File: config.mk
export PLATFORM = sky130hd
export DESIGN_NAME = cic_slave
export DESIGN_NICKNAME = d
export VERILOG_FILES = /design/src/cic_pkg.sv /design/src/cic_slave.sv /design/src/cic_sync.sv
export SDC_FILE = /design/constraint.sdc
export NUM_CORES = 1
export LEC_CHECK = 0
export ABC_AREA = 1
export BUFFER_PORTS_ARGS = -buffer_cell sky130_fd_sc_hd__buf_2
export CAP_MARGIN = 20
export CORE_MARGIN = 8
export CORE_UTILIZATION = 63
export DETAILED_ROUTE_END_ITERATION = 8
export GPL_ROUTABILITY_DRIVEN = 0
export PLACE_DENSITY_LB_ADDON = 0.12
export SKIP_LAST_GASP = 1
export SLEW_MARGIN = 20
export SYNTH_ARGS = -nofsm -noshare
export SYNTH_HDL_FRONTEND = slang
export SYNTH_HIERARCHICAL = 1
export SYNTH_SLANG_ARGS = --single-unit
File: constraint.sdc
create_clock -name sys_clk -period 3.8 [get_ports sys_clk]
set_clock_uncertainty 0.2 [all_clocks]
set_input_delay 1.14 -clock sys_clk [delete_from_list [all_inputs] [get_ports sys_clk]]
set_output_delay 1.14 -clock sys_clk [all_outputs]
set_load 0.02 [all_outputs]
File: src/cic_pkg.sv
package cic_pkg;

	// Fixed upper six bits of the seven-bit slave address.
	localparam logic [5:0] ADDR_FIXED = 6'h23;
	// First and one-past-last register index of the control window.
	localparam logic [7:0] REG_FIRST  = 8'h40;
	localparam logic [7:0] REG_WRAP   = 8'h4a;
	// Bits per byte before the acknowledge slot.
	localparam logic [3:0] BYTE_BITS  = 4'h8;
	// Reset value of the index; the shift register resets to zero with the rest of the state.
	localparam logic [7:0] BYTE_RESET = 8'h00;
	// Fastest bus clocks: standard and fast mode, in kHz.
	localparam int SCL_STD_KHZ  = 100;
	localparam int SCL_FAST_KHZ = 400;
	// System clock rate in MHz.
	localparam int SYS_MHZ      = 250;
	// Cycles in the shortest fast-mode clock high time (0.6 us, rounded up).
	localparam int T_HI_NS      = 600;
	localparam int T_HI_CYC     = (T_HI_NS * SYS_MHZ + 999) / 1000;

	// Phase of the receive sequence.
	typedef enum logic [2:0] {
		CIC_IDLE,
		CIC_ADDR,
		CIC_INDEX,
		CIC_DATA,
		CIC_ACK,
		CIC_IGNORE
	} cic_phase_t;

	// A register write handed to the codec core.
	typedef struct packed {
		logic       valid;
		logic [7:0] index;
		logic [7:0] data;
	} cic_wr_t;

	// Synchronised and delayed bus levels.
	typedef struct packed {
		logic scl;
		logic sda;
		logic scl_d;
		logic sda_d;
	} cic_lines_t;

endpackage

File: src/cic_slave.sv
`timescale 1ns/1ns
`default_nettype none

module cic_slave (
	// Clock and reset.
	input  wire logic             sys_clk,
	input  wire logic             sys_rst,
	// Bus pins; the data line is open drain.
	input  wire logic             scl_in,
	input  wire logic             sda_in,
	output logic                  sda_out,
	output logic                  sda_oe,
	// Straps.
	input  wire logic             addr_sel,
	input  wire logic             mode_i2c,
	// Register write toward the codec core.
	output cic_pkg::cic_wr_t      reg_wr,
	// Port enabled as latched at reset.
	output logic                  port_on
);

	// Whole state of the port.
	typedef struct packed {
		cic_pkg::cic_phase_t phase;
		cic_pkg::cic_phase_t after_ack;
		logic [7:0]          shift;
		logic [3:0]          bits;
		logic [7:0]          index;
		logic                ack;
		logic                strap_done;
		logic                enable;
		logic                addr_bit;
		cic_pkg::cic_wr_t    wr;
		logic                scl_d;
		logic                sda_d;
	} cic_state_t;

	cic_state_t st;       // Registered state.
	cic_state_t next_st;  // Next state.
	logic [1:0] lines;    // Synchronised scl and sda.
	logic       scl;      // Settled clock level.
	logic       sda;      // Settled data level.
	logic       scl_rise; // Clock rising edge.
	logic       scl_fall; // Clock falling edge.
	logic       start_c;  // Start or repeated start.
	logic       stop_c;   // Stop condition.
	logic [7:0] byte_in;  // Byte as completed by this rising edge.
	logic [1:0] straps;   // Synchronised addr_sel and mode_i2c.

	// Pins pass two flops before any decode.
	cic_sync u_sync (
		.sys_clk (sys_clk),
		.sys_rst (sys_rst),
		.pin_in  ({scl_in, sda_in}),
		.pin_out (lines)
	);

	// The straps are pins too, so they pass two flops as well.
	// This pair is kept out of reset so that it already shows the pin
	// level at the first edge after reset, when the port latches it.
	cic_sync u_strap_sync (
		.sys_clk (sys_clk),
		.sys_rst (1'b0),
		.pin_in  ({addr_sel, mode_i2c}),
		.pin_out (straps)
	);

	assign scl      = lines[1];
	assign sda      = lines[0];
	// At 250 MHz both modes are sampled many times per bit.
	// slave sampling
	assign scl_rise = scl & ~st.scl_d;
	assign scl_fall = ~scl & st.scl_d;
	assign start_c  = scl & st.scl_d & st.sda_d & ~sda;
	assign stop_c   = scl & st.scl_d & ~st.sda_d & sda;
	assign byte_in  = {st.shift[6:0], sda};

	// Next-state logic of the receive sequence.
	always_comb begin
		next_st          = st;
		next_st.scl_d    = scl;
		next_st.sda_d    = sda;
		next_st.wr.valid = 1'b0;
		if (!st.strap_done) begin
			next_st.strap_done = 1'b1;
			next_st.enable     = straps[0];
			next_st.addr_bit   = straps[1];
		end
		if (!st.enable) begin
			next_st.phase = cic_pkg::CIC_IDLE;
		end else if (stop_c) begin
			next_st.phase = cic_pkg::CIC_IDLE;
			next_st.ack   = 1'b0;
		end else if (start_c) begin
			next_st.phase = cic_pkg::CIC_ADDR;
			next_st.bits  = 4'h0;
			next_st.ack   = 1'b0;
		end else begin
			unique case (st.phase)
				cic_pkg::CIC_IDLE, cic_pkg::CIC_IGNORE: begin
					next_st.phase = st.phase;
				end
				cic_pkg::CIC_ADDR, cic_pkg::CIC_INDEX,
				cic_pkg::CIC_DATA: begin
					if (scl_rise) begin
						next_st.shift = byte_in;
						next_st.bits  = st.bits + 4'h1;
					end
					if (scl_fall && st.bits == cic_pkg::BYTE_BITS) begin
						next_st.bits  = 4'h0;
						next_st.phase = cic_pkg::CIC_ACK;
						next_st.ack   = 1'b0;
						if (st.phase == cic_pkg::CIC_ADDR) begin
							if (st.shift[7:2] == cic_pkg::ADDR_FIXED &&
							    st.shift[1] == st.addr_bit &&
							    !st.shift[0]) begin
								next_st.ack       = 1'b1;
								next_st.after_ack = cic_pkg::CIC_INDEX;
							end else begin
								next_st.phase = cic_pkg::CIC_IGNORE;
							end
						end else if (st.phase == cic_pkg::CIC_INDEX) begin
							next_st.index = st.shift;
							next_st.ack = st.shift >= cic_pkg::REG_FIRST &&
							              st.shift < cic_pkg::REG_WRAP;
							next_st.after_ack = cic_pkg::CIC_DATA;
						end else begin
							next_st.ack = st.index >= cic_pkg::REG_FIRST &&
							              st.index < cic_pkg::REG_WRAP;
							next_st.after_ack = cic_pkg::CIC_DATA;
							if (next_st.ack) begin
								next_st.wr.valid = 1'b1;
								next_st.wr.index = st.index;
								next_st.wr.data  = st.shift;
								if (st.index + 8'h01 == cic_pkg::REG_WRAP)
									next_st.index = cic_pkg::REG_FIRST;
								else
									next_st.index = st.index + 8'h01;
							end
						end
					end
				end
				cic_pkg::CIC_ACK: begin
					// Release the line after the ninth clock falls.
					if (scl_fall) begin
						next_st.ack   = 1'b0;
						next_st.phase = st.after_ack;
					end
				end
				default: next_st.phase = cic_pkg::CIC_IDLE;
			endcase
		end
	end

	// State register.
	always_ff @(posedge sys_clk) begin
		if (sys_rst) begin
			st            <= '0;
			st.phase      <= cic_pkg::CIC_IDLE;
			st.after_ack  <= cic_pkg::CIC_IDLE;
			st.scl_d      <= 1'b1;
			st.sda_d      <= 1'b1;
			st.index      <= cic_pkg::BYTE_RESET;
		end else begin
			st <= next_st;
		end
	end

	assign sda_out = 1'b0;
	assign sda_oe  = st.ack;
	assign reg_wr  = st.wr;
	assign port_on = st.enable;

	// Assertions.
	a_ack_window: assert property (
		@(posedge sys_clk) disable iff (sys_rst)
		sda_oe |-> st.phase == cic_pkg::CIC_ACK)
		else $error("ack driven outside ack slot");
	// A master may name an undefined index, so only the index left
	// behind by a write is held away from the wrap value.
	a_wrap_index: assert property (
		@(posedge sys_clk) disable iff (sys_rst)
		reg_wr.valid |-> st.index != cic_pkg::REG_WRAP)
		else $error("index reached wrap value");
	a_write_range: assert property (
		@(posedge sys_clk) disable iff (sys_rst)
		reg_wr.valid |-> reg_wr.index >= cic_pkg::REG_FIRST &&
		                 reg_wr.index < cic_pkg::REG_WRAP)
		else $error("write to undefined index");
	a_index_step: assert property (
		@(posedge sys_clk) disable iff (sys_rst)
		reg_wr.valid |-> st.index == ((reg_wr.index == 8'h49) ?
		                 cic_pkg::REG_FIRST : reg_wr.index + 8'h01))
		else $error("index did not advance");
	a_strap_hold: assert property (
		@(posedge sys_clk) disable iff (sys_rst)
		$past(st.strap_done) |-> $stable(port_on))
		else $error("mode changed after reset");
	a_off_silent: assert property (
		@(posedge sys_clk) disable iff (sys_rst)
		!port_on |-> !sda_oe && !reg_wr.valid)
		else $error("disabled port active");
	a_ignore_quiet: assert property (
		@(posedge sys_clk) disable iff (sys_rst)
		st.phase == cic_pkg::CIC_IGNORE |=> !sda_oe)
		else $error("ack in ignored transfer");
	a_ack_ends: assert property (
		@(posedge sys_clk) disable iff (sys_rst)
		$fell(sda_oe) |-> $past(scl_fall) || $past(stop_c) ||
		                  $past(start_c))
		else $error("ack released off edge");
	c_write: cover property (@(posedge sys_clk) reg_wr.valid);
	c_wrap: cover property (@(posedge sys_clk)
		reg_wr.valid && reg_wr.index == 8'h49);
	c_ignore: cover property (@(posedge sys_clk)
		st.phase == cic_pkg::CIC_IGNORE);

endmodule

`default_nettype wire

File: src/cic_sync.sv
`timescale 1ns/1ns
`default_nettype none

// Two-stage synchroniser for the bus pins.
module cic_sync (
	// Clock and reset.
	input  wire logic       sys_clk,
	input  wire logic       sys_rst,
	// Raw pins in, settled levels out.
	input  wire logic [1:0] pin_in,
	output logic      [1:0] pin_out
);

	// Stage one is read only by stage two.
	logic [1:0] meta;

	// Idle bus level is high, so reset both stages high.
	always_ff @(posedge sys_clk) begin
		if (sys_rst) begin
			meta    <= 2'h3;
			pin_out <= 2'h3;
		end else begin
			meta    <= pin_in;
			pin_out <= meta;
		end
	end

endmodule

`default_nettype wire

==> run_summary.xml <==
<?xml version="1.0" encoding="UTF-8"?>
<metrics>
  <group name="grt">
    <metric name="first_global_vias" unit="">2054</metric>
    <metric name="met3_usage" unit="%">3.94</metric>
    <metric name="global_route.usage.total" unit="%">17.2</metric>
    <metric name="grt.overflow.total" unit="">0</metric>
    <metric name="grt_pass1_wl" unit="mm">9.20</metric>
    <metric name="antenna_found_initial" unit="">0</metric>
    <metric name="grt_start_max_net_pins" unit="">40</metric>
    <metric name="busiest_layer" unit="">met2</metric>
    <metric name="grtUsageMet2" unit="%">25.5</metric>
    <metric name="grt_use_met1" unit="%">23.7</metric>
  </group>
  <group name="routing">
    <metric name="via_density_per_instance" unit="">5.04</metric>
    <metric name="drt_drc_violations_left" unit="">0</metric>
    <metric name="route.detailed.wl_per_inst" unit="µm">11.6</metric>
    <metric name="detailedRoute.firstPassIterationCount" unit="">4</metric>
    <metric name="dr_total_vias" unit="">2251</metric>
    <metric name="drt_first_iter_violations" unit="">205</metric>
    <metric name="finalWirelength" unit="mm">5.20</metric>
    <metric name="antenna_left" unit="">0</metric>
  </group>
  <group name="status">
    <metric name="run_status" unit="">finished, final reports clean</metric>
  </group>
  <group name="worst_setup_path">
    <metric name="critical-path-max-stage-delay" unit="ps">520</metric>
    <metric name="critPathKind" unit="">flip-flop to primary output</metric>
    <metric name="critical-path-top-delay-family" unit="">flip-flops</metric>
    <metric name="critical_path.max_fanout" unit="">8</metric>
    <metric name="crit_chain" unit="">buf_2</metric>
    <metric name="crit_arrival" unit="ps">1080</metric>
    <metric name="crit_slowest_cell" unit="">dfxtp_1</metric>
    <metric name="worstPathRequired" unit="ps">2460</metric>
    <metric name="timing.critical_path.to_type" unit="">primary output</metric>
    <metric name="cp.buffers_inverters" unit="">1</metric>
    <metric name="worstSetupStartpointType" unit="">flip-flop</metric>
  </group>
  <group name="cts">
    <metric name="post_cts_buffers" unit="">0</metric>
    <metric name="worst_setup_hold_path_clk_slew" unit="ps">110</metric>
    <metric name="clk_path_buf_depth" unit="">2</metric>
    <metric name="cts_htree_levels" unit="">2</metric>
    <metric name="cts-buffers-inserted" unit="">5</metric>
    <metric name="worstSkewPairLatency" unit="ps">320</metric>
    <metric name="tritoncts" unit="">built</metric>
    <metric name="cts_hold_buf" unit="">0</metric>
    <metric name="cts_num_sinks" unit="">56</metric>
    <metric name="cts_root_buf" unit="">clkbuf_8</metric>
    <metric name="cts_repair_resize_count" unit="">0</metric>
  </group>
  <group name="min_path">
    <metric name="hold_path_class" unit="">flip-flop to flip-flop</metric>
  </group>
  <group name="synthesis">
    <metric name="synth-warning-count" unit="">6</metric>
    <metric name="netlist-cell-type-count" unit="">28</metric>
    <metric name="yosysSeqAreaShare" unit="%">41.2</metric>
    <metric name="post_synth_instance_area" unit="µm²">2720</metric>
    <metric name="postSynthAreaPerCell" unit="µm²">6.99</metric>
    <metric name="post_synthesis_sequential_element_count" unit="">56</metric>
    <metric name="synthCells" unit="">389</metric>
  </group>
  <group name="placement">
    <metric name="io_buffers" unit="">24</metric>
    <metric name="place_worst_setup_slack" unit="ps">1510</metric>
    <metric name="detailed_place_hpwl" unit="mm">3.78</metric>
  </group>
  <group name="pwr">
    <metric name="power.ir.vdd_worst" unit="µV">318</metric>
    <metric name="total_leakage_power" unit="µW">0.00136</metric>
    <metric name="p_per_area" unit="nW/µm²">347</metric>
  </group>
  <group name="flow_run">
    <metric name="max-cap-violations" unit="">0</metric>
  </group>
  <group name="finish">
    <metric name="antenna_cells_inserted" unit="">0</metric>
    <metric name="layout-area-overhead-vs-synth" unit="%">3.27</metric>
    <metric name="finish.utilization" unit="%">65.9</metric>
    <metric name="layout-drive-gt1-share" unit="%">12.7</metric>
    <metric name="final_nets" unit="">404</metric>
  </group>
  <group name="floorplan">
    <metric name="die_height" unit="µm">81.7</metric>
    <metric name="placement_rows" unit="">24</metric>
    <metric name="die_width" unit="µm">81.7</metric>
    <metric name="starting_density_of_the_core" unit="%">63.8</metric>
    <metric name="core_area" unit="µm²">4260</metric>
    <metric name="fp.dieArea" unit="µm²">6680</metric>
    <metric name="design.portCount" unit="">26</metric>
  </group>
  <group name="timing">
    <metric name="rsz0062_at_grt" unit="">false</metric>
    <metric name="postLayoutSetupSlackWorst" unit="ps">1380</metric>
    <metric name="maxClockFrequency" unit="MHz">414</metric>
    <metric name="timing_hold_violations_final" unit="">0</metric>
    <metric name="slew_headroom" unit="%">64.3</metric>
    <metric name="post-route-min-period" unit="ps">2420</metric>
    <metric name="tightest_slew" unit="ps">533</metric>
    <metric name="setup_viol" unit="">0</metric>
    <metric name="final.setup.tns" unit="ps">0</metric>
    <metric name="min_period_over_period" unit="%">63.6</metric>
    <metric name="timing.final.max_slew_violations" unit="">0</metric>
  </group>
</metrics>
registers in the layout, summed over array words and instances, names as in the netlist:
name	count
u_sync/pin_out	2
u_strap_sync/meta	2
reg_wr	17
st	22
byte_in	7
sda_oe	1
u_sync/meta	2
u_strap_sync/pin_out	2
port_on	1
cell usage in the layout (no fill, tap or decap), drive strengths merged:
master,Yosys,routed
a21oi,26,26
buf,24,25
clkbuf,4,5
clkinv,0,2
conb,1,2
dfxtp,56,56
ha,4,4
inv,53,54
nand2,74,74
nand3,20,20
nand4,4,4
nor2,73,73
nor3,6,6
nor3b,3,3
o21ai,35,35
o21bai,1,1
or2,1,1
xnor2,1,1
xor2,3,3
cell usage after synthesis, drive strengths merged:
cell type,count,area (µm²)
nor3,6,41.3
clkbuf,4,15.0
nand4,4,40.0
inv,53,199
xnor2,1,8.76
or2,1,6.26
nand2,74,283
buf,24,184
xor2,3,26.3
nor2,73,294
dfxtp,56,1120
a21oi,26,130
o21ai,35,183
ha,4,50.1
nor3b,3,22.5
conb,1,3.75
o21bai,1,7.51
nand3,20,105
worst paths after layout:
path | start | endpoint | slack (ps) | depth (start not counted)
worst max-delay path | port_on$_SDFFE_PP0N_ | port_on | 1380 | 1
worst min-delay path | u_strap_sync/meta[0]$_SDFF_PP1_ | u_strap_sync/pin_out[0]$_SDFF_PP1_ | 220 | 2
worst max register to register | st[31]$_SDFFE_PP0P_ | reg_wr[11]$_SDFFE_PP0P_ | 1720 | 9
worst min register to register | u_strap_sync/meta[0]$_SDFF_PP1_ | u_strap_sync/pin_out[0]$_SDFF_PP1_ | 220 | 2
cell type report:
cell class                 instances  area (µm²)
tap                               52        65.1
multi-input combinational        253        1200
fill                             360        1460
sequential                        56        1120
inverter                          53         199
clock inverter                     3        22.5
timing repair buffer              25         128
clock buffer                       5        68.8
per-layer routing:
| metal | vias to the layer above | part of all wire (%) |
|---|---|---|
| met5 | - | 0 |
| met4 | 0 | 1.3 |
| met3 | 4 | 5.7 |
| met2 | 60 | 42 |
| met1 | 984 | 51 |
| li1 | 1203 | - |
per-stage QoR:
stage / instance area [µm²] / total power [µW] / instances / hold slack, ps
after detailed placement: 2720 / 649 / 439 / 198
final: 2810 / 975 / 447 / 221
after global placement: 2720 / 648 / 439 / 186
after global routing: 2810 / 1010 / 447 / 235
after floorplan: 2720 / 641 / 390 / 186
after CTS: 2810 / 978 / 447 / 222
power by group:
part	internal (µW)	total, µW	leakage (µW)	switching (µW)
sequential	594	599	0.000454	5.34
clock	133	339	0.0000485	207
combinational	11.6	36.0	0.000858	24.4
kinds of logic after synthesis:
| family | after synthesis | share of synthesized area, % |
|---|---|---|
| AOI/OAI and AO/OA | 62 | 11.8 |
| adders and majority gates | 4 | 1.84 |
| xor gates and xnor gates | 4 | 1.29 |
| other | 1 | 0.138 |
| buffers and inverters | 81 | 14.6 |
| DFF | 56 | 41.2 |
| and+or+nand+nor | 181 | 29.1 |
No activity file was read; power rests on OpenSTA's default activity.
